--- src/hw/cdfs_pkg.sv ---
package cdfs_pkg;

  // bus geometry
  localparam int ADDR_W = 14;
  localparam int DATA_W = 32;
  localparam int IDX_W = 12;

  // register indices; byte address is four times the index
  localparam logic [IDX_W-1:0] IDX_AUX_CMP = 12'h543;
  localparam logic [IDX_W-1:0] IDX_CELL_CMP_HI = 12'h545;
  localparam logic [IDX_W-1:0] IDX_CELL_CMP_LO = 12'h546;
  localparam logic [IDX_W-1:0] IDX_CELL_OW_HI = 12'h548;
  localparam logic [IDX_W-1:0] IDX_CELL_OW_LO = 12'h549;
  localparam logic [IDX_W-1:0] IDX_BAL_OW_HI = 12'h54b;
  localparam logic [IDX_W-1:0] IDX_BAL_OW_LO = 12'h54c;
  localparam logic [IDX_W-1:0] IDX_BAL_SW_HI = 12'h54e;
  localparam logic [IDX_W-1:0] IDX_BAL_SW_LO = 12'h54f;
  localparam logic [IDX_W-1:0] IDX_THR_CFG = 12'h560;
  localparam logic [IDX_W-1:0] IDX_IRQ_STATUS = 12'h561;
  localparam logic [IDX_W-1:0] IDX_IRQ_MASK = 12'h562;
  localparam logic [IDX_W-1:0] IDX_SUMMARY = 12'h563;

  // result slots
  localparam int NUM_SLOTS = 9;
  localparam logic [3:0] SLOT_AUX = 4'h0;
  localparam logic [3:0] SLOT_CELL_CMP_HI = 4'h1;
  localparam logic [3:0] SLOT_CELL_CMP_LO = 4'h2;
  localparam logic [3:0] SLOT_CELL_OW_HI = 4'h3;
  localparam logic [3:0] SLOT_CELL_OW_LO = 4'h4;
  localparam logic [3:0] SLOT_BAL_OW_HI = 4'h5;
  localparam logic [3:0] SLOT_BAL_OW_LO = 4'h6;
  localparam logic [3:0] SLOT_BAL_SW_HI = 4'h7;
  localparam logic [3:0] SLOT_BAL_SW_LO = 4'h8;
  localparam logic [3:0] SLOT_NONE = 4'hf;

  // threshold configuration fields
  localparam int AUX_THR_LSB = 0;
  localparam int AUX_THR_W = 3;
  localparam int CELL_THR_LSB = 8;
  localparam int CELL_THR_W = 5;
  localparam int OPEN_WIRE_THRESHOLD_LSB = 16;
  localparam int OPEN_WIRE_THRESHOLD_W = 4;
  localparam logic [DATA_W-1:0] THR_CFG_RESET = 32'h0000_0000;

  // reading code per threshold step
  localparam int RD_W = 16;
  localparam int AUX_THR_SHIFT = 4;
  localparam int CELL_THR_SHIFT = 4;
  localparam int OPEN_WIRE_THRESHOLD_SHIFT = 8;

  // interrupt layout: one bit per diagnostic kind
  localparam int NUM_KINDS = 5;
  localparam logic [7:0] RESULT_RESET = 8'h00;
  localparam logic [NUM_KINDS-1:0] IRQ_RESET = 5'h00;

  typedef enum logic [2:0] {
    KIND_AUX_CMP,
    KIND_CELL_CMP,
    KIND_CELL_OW,
    KIND_BAL_OW,
    KIND_BAL_SW
  } cdfs_kind_e;

endpackage

--- src/hw/cdfs_judge.sv ---
`timescale 1ns/10ps
module cdfs_judge (
  // diagnostic sample
  input wire logic [2:0] kind,
  input wire logic [cdfs_pkg::RD_W-1:0] reading_a,
  input wire logic [cdfs_pkg::RD_W-1:0] reading_b,
  input wire logic ext_fail,
  // thresholds
  input wire logic [cdfs_pkg::AUX_THR_W-1:0] aux_input_compare_threshold,
  input wire logic [cdfs_pkg::CELL_THR_W-1:0] cell_compare_threshold,
  input wire logic [cdfs_pkg::OPEN_WIRE_THRESHOLD_W-1:0] open_wire_threshold,
  // verdict
  output logic fail
);
  logic [cdfs_pkg::RD_W-1:0] diff;
  logic [cdfs_pkg::RD_W-1:0] aux_lim;
  logic [cdfs_pkg::RD_W-1:0] cell_lim;
  logic [cdfs_pkg::RD_W-1:0] ow_lim;

  always_comb begin
    diff = (reading_a >= reading_b) ? (reading_a - reading_b) : (reading_b - reading_a);
    aux_lim = cdfs_pkg::RD_W'({13'h0000, aux_input_compare_threshold}) << cdfs_pkg::AUX_THR_SHIFT;
    cell_lim = cdfs_pkg::RD_W'({11'h000, cell_compare_threshold}) << cdfs_pkg::CELL_THR_SHIFT;
    ow_lim = cdfs_pkg::RD_W'({12'h000, open_wire_threshold}) << cdfs_pkg::OPEN_WIRE_THRESHOLD_SHIFT;
    case (kind)
      cdfs_pkg::KIND_AUX_CMP: fail = diff > aux_lim;
      cdfs_pkg::KIND_CELL_CMP: fail = diff > cell_lim;
      cdfs_pkg::KIND_CELL_OW: fail = reading_a < ow_lim;
      // switch checks are judged by the analog side; only the verdict arrives
      cdfs_pkg::KIND_BAL_OW: fail = ext_fail;
      cdfs_pkg::KIND_BAL_SW: fail = ext_fail;
      default: fail = 1'b0;
    endcase
  end
endmodule // cdfs_judge

--- src/hw/cdfs_bank.sv ---
// What this block does
// - aux input fails when main and auxiliary readings differ beyond aux threshold
// - aux inputs 1..8 results at 0x0543, input 1 in bit 0
// - cell compare fails when primary and auxiliary readings differ beyond cell threshold
// - cells 9..16 compare results at 0x0545, cell 9 in bit 0
// - cells 1..8 compare results at 0x0546, cell 1 in bit 0
// - cell open-wire fails when reading is below open-wire threshold
// - cell open-wire results: cells 9..16 at 0x0548, cells 1..8 at 0x0549
// - balancing open-wire results: switches 9..16 at 0x054B, 1..8 at 0x054C
// - balancing switch check results for switches 9..16 at 0x054E
// - balancing switch check results for switches 1..8 at 0x054F
//
// The Avalon-MM interface to the registers was decided locally.
`timescale 1ns/10ps
module cdfs_bank (
  // clock and reset
  input wire logic clk,
  input wire logic nrst,
  // avalon-mm slave
  input wire logic [cdfs_pkg::ADDR_W-1:0] address,
  input wire logic read,
  input wire logic write,
  input wire logic [cdfs_pkg::DATA_W-1:0] writedata,
  input wire logic [3:0] byteenable,
  output logic [cdfs_pkg::DATA_W-1:0] readdata,
  output logic waitrequest,
  // diagnostic completion from the sequencer
  input wire logic diag_done,
  input wire logic [2:0] diag_kind,
  input wire logic [3:0] diag_chan,
  input wire logic [cdfs_pkg::RD_W-1:0] primary_cell_reading,
  input wire logic [cdfs_pkg::RD_W-1:0] auxiliary_cell_reading,
  input wire logic diag_ext_fail,
  // summary and interrupt
  output logic any_fail,
  output logic irq
);

  logic [7:0] res_r [cdfs_pkg::NUM_SLOTS];
  logic [7:0] res_nxt [cdfs_pkg::NUM_SLOTS];
  logic [cdfs_pkg::DATA_W-1:0] thr_r;
  logic [cdfs_pkg::DATA_W-1:0] thr_nxt;
  logic [cdfs_pkg::NUM_KINDS-1:0] ists_r;
  logic [cdfs_pkg::NUM_KINDS-1:0] ists_nxt;
  logic [cdfs_pkg::NUM_KINDS-1:0] imask_r;
  logic [cdfs_pkg::NUM_KINDS-1:0] imask_nxt;
  logic [cdfs_pkg::NUM_KINDS-1:0] ev;
  logic ack_r;
  logic ack_nxt;
  logic [cdfs_pkg::DATA_W-1:0] rdata_r;
  logic [cdfs_pkg::DATA_W-1:0] rdata_nxt;
  logic any_fail_r;
  logic any_fail_nxt;
  logic irq_r;
  logic irq_nxt;
  logic judge_fail;
  logic [3:0] upd_slot;
  logic [cdfs_pkg::IDX_W-1:0] idx;
  logic wr_take;
  logic [7:0] or_vec;

  // map a register index to its result slot
  function automatic logic [3:0] slot_of_idx(input logic [cdfs_pkg::IDX_W-1:0] i);
    case (i)
      cdfs_pkg::IDX_AUX_CMP: slot_of_idx = cdfs_pkg::SLOT_AUX;
      cdfs_pkg::IDX_CELL_CMP_HI: slot_of_idx = cdfs_pkg::SLOT_CELL_CMP_HI;
      cdfs_pkg::IDX_CELL_CMP_LO: slot_of_idx = cdfs_pkg::SLOT_CELL_CMP_LO;
      cdfs_pkg::IDX_CELL_OW_HI: slot_of_idx = cdfs_pkg::SLOT_CELL_OW_HI;
      cdfs_pkg::IDX_CELL_OW_LO: slot_of_idx = cdfs_pkg::SLOT_CELL_OW_LO;
      cdfs_pkg::IDX_BAL_OW_HI: slot_of_idx = cdfs_pkg::SLOT_BAL_OW_HI;
      cdfs_pkg::IDX_BAL_OW_LO: slot_of_idx = cdfs_pkg::SLOT_BAL_OW_LO;
      cdfs_pkg::IDX_BAL_SW_HI: slot_of_idx = cdfs_pkg::SLOT_BAL_SW_HI;
      cdfs_pkg::IDX_BAL_SW_LO: slot_of_idx = cdfs_pkg::SLOT_BAL_SW_LO;
      default: slot_of_idx = cdfs_pkg::SLOT_NONE;
    endcase
  endfunction

  // map a finished check to its result slot; channel 0..15 is cell or switch 1..16
  function automatic logic [3:0] slot_of_diag(input logic [2:0] k, input logic hi);
    case (k)
      cdfs_pkg::KIND_AUX_CMP: slot_of_diag = hi ? cdfs_pkg::SLOT_NONE : cdfs_pkg::SLOT_AUX;
      cdfs_pkg::KIND_CELL_CMP: slot_of_diag = hi ? cdfs_pkg::SLOT_CELL_CMP_HI : cdfs_pkg::SLOT_CELL_CMP_LO;
      cdfs_pkg::KIND_CELL_OW: slot_of_diag = hi ? cdfs_pkg::SLOT_CELL_OW_HI : cdfs_pkg::SLOT_CELL_OW_LO;
      cdfs_pkg::KIND_BAL_OW: slot_of_diag = hi ? cdfs_pkg::SLOT_BAL_OW_HI : cdfs_pkg::SLOT_BAL_OW_LO;
      cdfs_pkg::KIND_BAL_SW: slot_of_diag = hi ? cdfs_pkg::SLOT_BAL_SW_HI : cdfs_pkg::SLOT_BAL_SW_LO;
      default: slot_of_diag = cdfs_pkg::SLOT_NONE;
    endcase
  endfunction

  cdfs_judge u_judge (
    .kind(diag_kind),
    .reading_a(primary_cell_reading),
    .reading_b(auxiliary_cell_reading),
    .ext_fail(diag_ext_fail),
    .aux_input_compare_threshold(thr_r[cdfs_pkg::AUX_THR_LSB +: cdfs_pkg::AUX_THR_W]),
    .cell_compare_threshold(thr_r[cdfs_pkg::CELL_THR_LSB +: cdfs_pkg::CELL_THR_W]),
    .open_wire_threshold(thr_r[cdfs_pkg::OPEN_WIRE_THRESHOLD_LSB +: cdfs_pkg::OPEN_WIRE_THRESHOLD_W]),
    .fail(judge_fail)
  );

  assign idx = address[cdfs_pkg::ADDR_W-1:2];
  assign upd_slot = slot_of_diag(diag_kind, diag_chan[3]);

  // one wait cycle per access; the second cycle carries the answer
  assign waitrequest = (read | write) & ~ack_r;
  assign wr_take = write & ack_r;
  assign readdata = rdata_r;
  assign any_fail = any_fail_r;
  assign irq = irq_r;

  // result slots: only a finished check writes a bit, bus writes never reach here
  always_comb begin
    res_nxt = res_r;
    ev = '0;
    if (diag_done && upd_slot != cdfs_pkg::SLOT_NONE) begin
      res_nxt[upd_slot][diag_chan[2:0]] = judge_fail;
      ev[diag_kind] = judge_fail;
    end
  end

  // summary of every failure bit
  always_comb begin
    or_vec = '0;
    for (int s = 0; s < cdfs_pkg::NUM_SLOTS; s++) begin
      or_vec = or_vec | res_nxt[s];
    end
    any_fail_nxt = |or_vec;
  end

  // bus side: thresholds, mask, sticky status with set over clear
  always_comb begin
    thr_nxt = thr_r;
    imask_nxt = imask_r;
    ack_nxt = (read | write) & ~ack_r;
    if (wr_take && idx == cdfs_pkg::IDX_THR_CFG) begin
      for (int b = 0; b < 4; b++) begin
        if (byteenable[b]) begin
          thr_nxt[b*8 +: 8] = writedata[b*8 +: 8];
        end
      end
    end
    if (wr_take && idx == cdfs_pkg::IDX_IRQ_MASK && byteenable[0]) begin
      imask_nxt = writedata[cdfs_pkg::NUM_KINDS-1:0];
    end
    ists_nxt = ists_r;
    if (wr_take && idx == cdfs_pkg::IDX_IRQ_STATUS && byteenable[0]) begin
      ists_nxt = ists_r & ~writedata[cdfs_pkg::NUM_KINDS-1:0];
    end
    ists_nxt = ists_nxt | ev;
    irq_nxt = |(ists_nxt & imask_nxt);
  end

  // read mux, latched in the wait cycle so data stands with waitrequest low
  always_comb begin
    logic [3:0] rs;
    rs = slot_of_idx(idx);
    rdata_nxt = rdata_r;
    if (read && !ack_r) begin
      if (rs != cdfs_pkg::SLOT_NONE) begin
        rdata_nxt = {24'h000000, res_r[rs]};
      end else begin
        case (idx)
          cdfs_pkg::IDX_THR_CFG: rdata_nxt = thr_r;
          cdfs_pkg::IDX_IRQ_STATUS: rdata_nxt = {27'h0000000, ists_r};
          cdfs_pkg::IDX_IRQ_MASK: rdata_nxt = {27'h0000000, imask_r};
          cdfs_pkg::IDX_SUMMARY: rdata_nxt = {31'h00000000, any_fail_r};
          default: rdata_nxt = 32'h0000_0000;
        endcase
      end
    end
  end

  // result registers, one per slot
  genvar g;
  generate
    for (g = 0; g < cdfs_pkg::NUM_SLOTS; g++) begin : g_res
      always_ff @(posedge clk or negedge nrst) begin
        if (!nrst) begin
          res_r[g] <= cdfs_pkg::RESULT_RESET;
        end else begin
          res_r[g] <= res_nxt[g];
        end
      end
    end
  endgenerate

  always_ff @(posedge clk or negedge nrst) begin
    if (!nrst) begin
      thr_r <= cdfs_pkg::THR_CFG_RESET;
      imask_r <= cdfs_pkg::IRQ_RESET;
      ists_r <= cdfs_pkg::IRQ_RESET;
      ack_r <= 1'b0;
      rdata_r <= 32'h0000_0000;
      any_fail_r <= 1'b0;
      irq_r <= 1'b0;
    end else begin
      thr_r <= thr_nxt;
      imask_r <= imask_nxt;
      ists_r <= ists_nxt;
      ack_r <= ack_nxt;
      rdata_r <= rdata_nxt;
      any_fail_r <= any_fail_nxt;
      irq_r <= irq_nxt;
    end
  end

endmodule // cdfs_bank

--- config.mk ---
export PLATFORM = sky130hd
export DESIGN_NAME = cdfs_bank
export DESIGN_NICKNAME = d
export VERILOG_FILES = /design/src/hw/cdfs_pkg.sv /design/src/hw/cdfs_judge.sv /design/src/hw/cdfs_bank.sv
export SDC_FILE = /design/constraint.sdc
export NUM_CORES = 1
export LEC_CHECK = 0
export ABC_CLOCK_PERIOD_IN_PS = 4290
export BUFFER_PORTS_ARGS = -buffer_cell sky130_fd_sc_hd__buf_2
export CAP_MARGIN = 20
export CELL_PAD_IN_SITES_DETAIL_PLACEMENT = 0
export CELL_PAD_IN_SITES_GLOBAL_PLACEMENT = 1
export CORE_ASPECT_RATIO = 1.25
export CORE_MARGIN = 3
export CORE_UTILIZATION = 46
export CTS_BUF_LIST = sky130_fd_sc_hd__clkbuf_4
export CTS_CLUSTER_DIAMETER = 120
export DETAILED_ROUTE_END_ITERATION = 10
export PLACE_DENSITY = 0.91
export SLEW_MARGIN = 20
export SYNTH_ARGS = -nofsm -noshare
export SYNTH_HDL_FRONTEND = slang
export SYNTH_HIERARCHICAL = 1
export SYNTH_SLANG_ARGS = --single-unit
--- constraint.sdc ---
create_clock -name clk -period 4.29 [get_ports clk]
set_clock_uncertainty 0.1 [all_clocks]
set_input_delay 0.6435 -clock clk [delete_from_list [all_inputs] [get_ports clk]]
set_output_delay 0.6435 -clock clk [all_outputs]
set_load 0.005 [all_outputs]
; ---- Word level (Yosys, flattened, before mapping)
; Index checks and enable logic that the tools add are counted.
[op_classes]
n_addsub = 2
n_lt_le_gt_ge = 11
eq_ne = 19
muxes = 25
bitwise_logic = 19
reduce_logical = 19
[op_table]
columns = cell, count
row1 = "equality test 12 x 11 -> 1 bit, second input constant", 13
row2 = one-hot mux 32 bit (4 select lines), 1
row3 = bitwise mux 72 bit, 1
row4 = two-way mux 72 bit, 1
row5 = OR 8 bit, 8
row6 = one-hot mux 4 bit (9 select lines), 1
row7 = binary-select mux 8 bit (select 4 bit), 1
row8 = demux 8 bit (select 4 bit), 1
row9 = two-way mux 32 bit, 1
row10 = subtractor 16 bit, 2
row11 = two-way mux 8 bit, 3
row12 = one-hot mux 4 bit (5 select lines), 1
row13 = greater-or-equal comparator 16 bit, 1
row14 = greater-than comparator 16 x 7 -> 1 bit, 1
row15 = greater-than comparator 16 x 9 -> 1 bit, 1
row16 = < comparator 16 x 12 -> 1 bit, 1
row17 = two-way mux 16 bit, 1
row18 = bitwise AND 5 bit, 3
row19 = two-way mux 5 bit, 3
row20 = "greater-or-equal comparator 5 bit, second input constant", 2
row21 = logical AND 1 bit, 10
row22 = NOT 4 -> 5 bit, 2
row23 = "< comparator 3 x 4 -> 1 bit, second input constant", 2
row24 = two-way mux 4 bit, 2
row25 = other kinds (22), 32
[totals]
register_bits = 149
out_inout_bits = 35
elab_cells = 114

; ---- Logic depth before layout (Yosys ltp)
; Gate-level depths: netlist of the first run.
[logic_depth]
word_depth = 18
ltp_mapped = 27
ltp_nobuf = 25

; ---- By module
; Netlist of the first run, hierarchy kept.
[by_module_without_submodules]
columns = module, instances, cells_each, area_each_um2
row1 = cdfs_bank, 1, 905, 8329.2
row2 = cdfs_judge, 1, 318, 2133.3

; ---- Least setup slack after synthesis of the first run
; Ideal clock, no wire load.
[synth_path]
path_type = input to register
from = in primary_cell_reading[0] in the netlist's numbering
to = reg any_fail_r, in the netlist any_fail
setup_time_ps = 140
arrival_time_ps = 4950
t_required_ps = 4050
path_slack_ps = -900
path_stages = 24
path_cell_list = inv_1 -> ha_1 -> fa_1 -> a21boi_0 -> o211ai_2 -> nand3_2 -> nand2_1 -> clkbuf_1 -> mux2i_1 -> o221ai_1 -> xor2_1 -> ha_1 -> and4_1 -> nand4_1 -> nor4_1 -> a211oi_1 -> a21o_1 -> clkbuf_1 -> nor2_1 -> nand2_1 -> a2111oi_0 -> nand2_1 -> nor4_1 -> nand4_1
[synth_via]
elab_chain_len = 15
word_cells_on_any_way = 19
cone_classes = add/sub: 2 / order compare: 4 / mux: 4 / bitwise: 8 / reduce/logical: 1
[synth_rtl]
columns = element, line
row1 = "start, declared", cdfs_bank.sv:31  ; input wire logic [cdfs_pkg::RD_W-1:0] primary_cell_reading,
row2 = subtractor 16 bit or greater-or-equal comparator 16 bit (tied branches), cdfs_judge.sv:21  ; diff = (reading_a >= reading_b) ? (reading_a - reading_b) : (reading_b - reading_a);
row3 = two-way mux 16 bit, cdfs_judge.sv:21
row4 = greater-than comparator 16 x 9 -> 1 bit or greater-than comparator 16 x 7 -> 1 bit (tied branches), "cdfs_judge.sv:27, cdfs_judge.sv:26"
row5 = one-hot mux 1 bit (4 select lines) (*), cdfs_judge.sv:25  ; case (kind)
row6 = via judge_fail, cdfs_bank.sv:56  ; logic judge_fail;
row7 = bitwise mux 72 bit (*), cdfs_bank.sv:116  ; res_nxt[upd_slot][diag_chan[2:0]] = judge_fail;
row8 = two-way mux 72 bit (*), cdfs_bank.sv:115  ; if (diag_done && upd_slot != cdfs_pkg::SLOT_NONE) begin
row9 = OR 8 bit (7 in series), cdfs_bank.sv:125  ; or_vec = or_vec | res_nxt[s];
row10 = OR 8 bit (*), cdfs_bank.sv:125
row11 = OR reduction 8 bit (*), cdfs_bank.sv:127  ; any_fail_nxt = |or_vec;
row12 = via any_fail_nxt, cdfs_bank.sv:53  ; logic any_fail_nxt;
row13 = "end signal, assigned", cdfs_bank.sv:202  ; any_fail_r <= any_fail_nxt;
row14 = "end, declared", cdfs_bank.sv:52  ; logic any_fail_r;
; Mark *: on every way through the listed nets, which the timed path passes. The rest lies on a longest branch.
; A chain may end at the register's enable or synchronous reset.

==> impl_metrics.json, run 1 <==
{
  "yosysWarnings": 6,
  "design_area_mm2": 0.0134,
  "min_path_type": "in2async",
  "min_period_ns": 4.61,
  "crit_path_max_incr_delay_ns": 0.29,
  "numCtsBuffers": 17,
  "final.period_utilization": 1.07,
  "p_comb_frac": 0.333,
  "synth_enable_flop_cells": 0,
  "max_cap_violations": 0,
  "finalHoldViolations": 0,
  "grt_max_degree": 105,
  "p_sw_mw": 1.46,
  "antenna_left": 0,
  "wirelength_um": 39200,
  "syn_to_final_growth_pct": 28.0,
  "cts_buffer_depth": 2,
  "num_io_pins": 130,
  "synth_nets": 1362,
  "tritoncts": "built",
  "pwr-share-clk": 0.245,
  "h-tree-depth": 4,
  "rows": 61,
  "drtIter0Drc": 1009,
  "crit_top_cell": "buf_4",
  "grt_pass1_vias": 10600,
  "ys_seq_area_frac": 0.356,
  "vdd_drop_max_mv": 0.195,
  "antenna_found_initial": 1,
  "swShare": 0.381,
  "drive_gt1_frac": 0.350,
  "clkSlewWorstSetupHoldPaths_ns": 0.17,
  "setup_ws_ns": -0.315,
  "placed_cell_area_mm2": 0.0124,
  "nNetsFinal": 1608,
  "cts_sinks": 149,
  "worst_hold_slack_ns": 0.0623,
  "grt_usage": 0.309,
  "io_buffers": 127,
  "place_ws_ns": -1.22,
  "via_count": 11000,
  "crit_family": "simple AND/OR/NAND/NOR gates",
  "violations": "setup timing",
  "crit_type": "in2reg",
  "ys_top_cells_by_area": "dfrtp_1, mux2_2, nand2_1",
  "synth_async_sr_flop_share": 1.00,
  "clk_latency_ns": 0.59,
  "synth_seq_cells": 149,
  "clockRootBuffer": "clkbuf_4",
  "setup_viol": 2,
  "place_hpwl_um": 28500,
  "seqPwrFrac": 0.422,
  "internal-power_mw": 2.38,
  "static-leakage-power_nw": 6.42,
  "synth.distinct_cells": 88,
  "dieArea_mm2": 0.0246,
  "synth_cells": 1223,
  "synth_top_area_cell": "dfrtp_1",
  "die_x_um": 141,
  "crit_required_ns": 4.66,
  "fin_setup_tns_ns": -0.381,
  "power.density_mw_per_mm2": 287,
  "maxSlewViolCount": 0,
  "worst_slew_pin_slew_ns": 0.973,
  "grt_pass1_wl_um": 59700,
  "rsz0062_at_grt": "yes",
  "synth_area_mm2": 0.0105,
  "syn_avg_cell_area_um2": 8.55,
  "timing.fmax_ghz": 0.217,
  "status": "finished, violations left",
  "drt-pass1-iter-count": 6,
  "gp_congestion": 1.04,
  "synth_top_cell_area_share": 0.356,
  "start_kind": "input port",
  "slew_headroom": 0.351,
  "synth-main-ff-cell": "dfrtp_1",
  "path_max_fanout": 8,
  "overflow": 0,
  "drc": 0,
  "fp.dieH_um": 175,
  "initial_utilization": 0.469,
  "n_fill_cell": 2003,
  "vias_per_cell": 6.22,
  "core_region_area_mm2": 0.0223,
  "slowest_stage": "nor4_2",
  "end_kind": "flip-flop",
  "cts_hold_buffers": 0,
  "crit_arrival_ns": 4.97,
  "wl_per_cell_um": 22.2,
  "crit_buf_inv": 5
}
==> power by group through the flow <==
stage / sequential [mW] / combinational (mW) / clock [mW]
after floorplan: 1.58 / 0.646 / 0
after global placement: 1.64 / 1.08 / 0
after detailed placement: 1.64 / 1.09 / 0
after CTS: 1.61 / 1.16 / 0.955
after global routing: 1.63 / 1.38 / 1.01
final: 1.62 / 1.28 / 0.942
==> flip-flops by register name (all words and copies together), names as in the netlist <==
signal    count
ists_r        5
readdata     32
imask_r       5
thr_r        32
irq           1
ack_r         1
res_r        72
any_fail      1
==> cell families (layout without fill, tap and decap cells) <==
| logic type | after synthesis | after routing | share of synthesized area |
|---|---|---|---|
| multiplexers | 92 | 92 | 0.0985 |
| AO/OA/AOI/OAI | 277 | 277 | 0.172 |
| adder cells (fa/ha/maj) | 44 | 44 | 0.0541 |
| buffers and inverters | 136 | 395 | 0.0552 |
| other | 0 | 1 | 0 |
| XOR/XNOR | 15 | 15 | 0.0126 |
| flip-flops | 149 | 149 | 0.356 |
| AND/OR/NAND/NOR | 510 | 510 | 0.251 |
==> synth_stat cells (4+ instances only) <==
master	n
a2111oi_0	8
a211oi_1	19
a21boi_0	4
a21o_1	8
a21oi_1	58
a22oi_1	6
a31oi_1	7
and3_1	9
and4_1	4
buf_1	4
buf_2	21
buf_6	4
clkbuf_1	52
dfrtp_1	149
ha_1	42
inv_1	52
mux2_2	74
mux2i_1	16
nand2_1	174
nand2b_1	11
nand3_1	92
nand3b_1	4
nand4_1	8
nand4b_1	5
nand4bb_1	5
nor2_1	81
nor2b_1	13
nor3_1	28
nor3b_1	6
nor4_1	19
nor4b_1	4
nor4bb_1	7
o21a_1	4
o21ai_0	85
o221ai_1	9
o22ai_1	16
o31ai_1	6
o32ai_1	8
or2_2	5
or3_1	7
xnor2_1	9
xor2_1	6
==> path summary, 6_finish.rpt <==
path	start	end	slack, ns	cells after the start
max in group asynchronous	nrst	ists_r[1]	3.02	2
setup / recovery	primary_cell_reading[10]	any_fail	-0.32	27
min in group clk	writedata[25]	thr_r[25]	0.16	2
setup reg to reg	thr_r[17]	any_fail	0.62	17
hold reg to reg	readdata[30]	readdata[30]	0.38	2
hold / removal	nrst	readdata[21]	0.06	1
==> metal layers <==
layer	vias to the layer above	track usage	share of wire
li1	4960	-	-
met1	5284	0.387	0.38
met2	592	0.515	0.48
met3	154	0.0443	0.077
met4	0	0.162	0.062
met5	-	0	0
==> repair_timing <==
action / 4_1_cts / 5_1_grt
gates cloned: 0 / 2
gates resized for setup: 30 / 63
endpoints found under the setup margin: 7 / 8
buffers inserted: 13 / 8
pin swaps: 24 / 24
==> metrics by stage <==
step                utilization  std cells  power, mW
detailed placement        0.558       1712       2.73
global route              0.601       1766       4.01
CTS                       0.584       1757       3.73
finish                    0.601       1766       3.84
floorplan                     -       1223       2.23
global placement          0.558       1712       2.71
==> area by class of cell <==
| cell class | instances | area (µm²) | area share |
|---|---|---|---|
| Sequential cell | 149 | 3730 | 0.278 |
| Clock inverter | 15 | 175 | 0.0131 |
| Timing Repair Buffer | 311 | 2120 | 0.158 |
| Inverter | 52 | 208 | 0.0155 |
| Clock buffer | 17 | 128 | 0.00953 |
| Tap cell | 283 | 354 | 0.0264 |
| Antenna cell | 1 | 2.50 | 0.000187 |
| Multi-Input combinational cell | 938 | 6680 | 0.499 |
==> cells in the final DEF (no fill, tap or decap), types with 15 or more instances in the layout <==
cell and instances:
nand3_1 92, dfrtp_1 149, mux2i_1 15, mux2_2 74, nor3_1 27, a21oi_1 49, nand2_1 171, buf_4 179
o21ai_0 80, inv_1 42, clkbuf_4 17, buf_2 121, o22ai_1 15, a211oi_1 17, ha_1 27, nor2_1 75
No activity file was read; power rests on OpenSTA's default activity.
==> inputs of run 2 (changes only) <==
--- a/config.mk
+++ b/config.mk
@@ -16,7 +16,7 @@
 export CTS_BUF_LIST = sky130_fd_sc_hd__clkbuf_4
 export CTS_CLUSTER_DIAMETER = 120
 export DETAILED_ROUTE_END_ITERATION = 10
-export PLACE_DENSITY = 0.91
+export PLACE_DENSITY = 0.93
 export SLEW_MARGIN = 20
 export SYNTH_ARGS = -nofsm -noshare
 export SYNTH_HDL_FRONTEND = slang
==> impl_metrics.json, run 2 (synthesis results as in run 1) <==
{
  "grt_usage": 0.313,
  "rows": 61,
  "h-tree-depth": 4,
  "num_io_pins": 130,
  "wirelength_um": 39200,
  "post-route-util": 0.595,
  "finalHoldViolations": 4,
  "setup_viol": 2,
  "vias_per_cell": 6.25,
  "fin_setup_tns_ns": -0.522,
  "setup_ws_ns": -0.301,
  "wl_per_cell_um": 22.3,
  "largest_register_ffs": 72,
  "largest-register": "res_r",
  "pwr-share-clk": 0.264,
  "final.period_utilization": 1.07,
  "via_count": 11000,
  "grt_max_degree": 95,
  "rsz0062_at_grt": "yes",
  "end_kind": "flip-flop",
  "fp.dieH_um": 175,
  "p_sw_mw": 1.43,
  "internal-power_mw": 2.46,
  "clockRootBuffer": "clkbuf_4",
  "min_path_type": "in2async",
  "start_kind": "input port",
  "clkSlewWorstSetupHoldPaths_ns": 0.16,
  "grt_pass1_wl_um": 60800,
  "grt_pass1_vias": 10900,
  "clk_latency_ns": 0.58,
  "power.density_mw_per_mm2": 293,
  "nNetsFinal": 1600,
  "layout_common_cells": "nand2_1, buf_4, dfrtp_1",
  "p_total_mw": 3.89,
  "drtIter0Drc": 1230,
  "initial_utilization": 0.469,
  "status": "finished, violations left",
  "p_comb_frac": 0.319,
  "cts_buffer_depth": 2,
  "maxSlewViolCount": 0,
  "swShare": 0.368,
  "crit_arrival_ns": 4.94,
  "min_period_ns": 4.59,
  "dieArea_mm2": 0.0246,
  "slew_headroom": 0.396,
  "layout_commonest_cell": "nand2_1",
  "die_x_um": 141,
  "drive_gt1_frac": 0.344,
  "worst_slew_pin_slew_ns": 0.906,
  "place_hpwl_um": 28600,
  "worst_hold_slack_ns": -0.0240,
  "gp_congestion": 1.04,
  "max_cap_violations": 0,
  "io_buffers": 127,
  "overflow": 0,
  "seqPwrFrac": 0.417,
  "timing.fmax_ghz": 0.218,
  "antenna_left": 0,
  "syn_to_final_growth_pct": 26.8,
  "vdd_drop_max_mv": 0.205,
  "core_region_area_mm2": 0.0223,
  "crit_type": "in2reg",
  "antenna_found_initial": 1,
  "static-leakage-power_nw": 6.41,
  "cts_sinks": 149,
  "tritoncts": "built",
  "crit_required_ns": 4.64,
  "violations": "hold timing, setup timing",
  "numCtsBuffers": 17,
  "drt-pass1-iter-count": 8,
  "drc": 0,
  "path_max_fanout": 8
}
[run 2: worst max-delay path, stage by stage]
cell	delay (ns)
buf_8	0.09
inv_8	0.03
ha_4	0.15
fa_2	0.35
a21boi_2	0.16
o211ai_2	0.20
nand3_2	0.16
nand2_4	0.15
buf_4	0.17
mux2i_2	0.27
xnor2_2	0.10
ha_1	0.32
and4_1	0.21
nand4_1	0.11
nor4_2	0.18
a211oi_2	0.08
a21o_4	0.26
buf_4	0.15
buf_12	0.13
buf_8	0.14
mux2_2	0.27
nor3_1	0.21
and4_1	0.29
nand4_1	0.09
[run 2: worst paths after layout]
kind | start | slack, ns | endpoint | cells after the start
worst max-delay path | primary_cell_reading[0] | -0.30 | any_fail | 24
worst min-delay path | nrst | -0.02 | res_r[45] | 1
worst max register to register | thr_r[17] | 0.69 | any_fail | 16
worst min register to register | readdata[20] | 0.38 | readdata[20] | 2
max in group asynchronous | nrst | 3.11 | thr_r[26] | 2
min in group clk | writedata[21] | 0.17 | thr_r[21] | 2
[run 2: power by group through the flow]
stage	Sequential (mW)	Combinational [mW]	Clock, mW
after global placement	1.64	1.06	0
after CTS	1.61	1.16	1.03
after detailed placement	1.64	1.07	0
after global routing	1.63	1.34	1.09
final	1.62	1.24	1.03
after floorplan	1.58	0.646	0
[run 2: area by class of cell]
type	instances	area, µm²
antenna	1	2.50
clock inverter	15	200
multi-input combinational	938	6610
fill	1983	9020
inverter	52	203
clock buffer	17	128
sequential	149	3730
timing repair buffer	303	2050
tap	283	354
[run 2: stage by stage]
stage	cells	hold slack, ns	instance area, µm²	setup WS [ns]
floorplan	1223	0.248	10600	-0.538
global placement	1705	0.343	12400	-1.04
detailed placement	1705	0.350	12400	-1.09
CTS	1752	0.0324	13000	-0.280
global route	1758	0.0209	13300	-0.443
finish	1758	-0.0240	13300	-0.301
[run 2: layer usage]
metal / wire, µm / share of wire / track usage / vias up
met5: 0 / 0 / 0 / -
met4: 2620 / 0.067 / 0.176 / 0
met3: 3070 / 0.078 / 0.0465 / 165
met2: 18500 / 0.47 / 0.516 / 649
met1: 15000 / 0.38 / 0.392 / 5237
li1: - / - / - / 4939
[run 2: what timing repair did]
| item | 4_1_cts | 5_1_grt |
|---|---|---|
| setup endpoints to repair | 5 | 12 |
| gates cloned | 1 | 0 |
| buffers inserted | 14 | 5 |
| pin swaps | 17 | 17 |
| hold buffers | 0 | 0 |
| resized for setup | 38 | 38 |
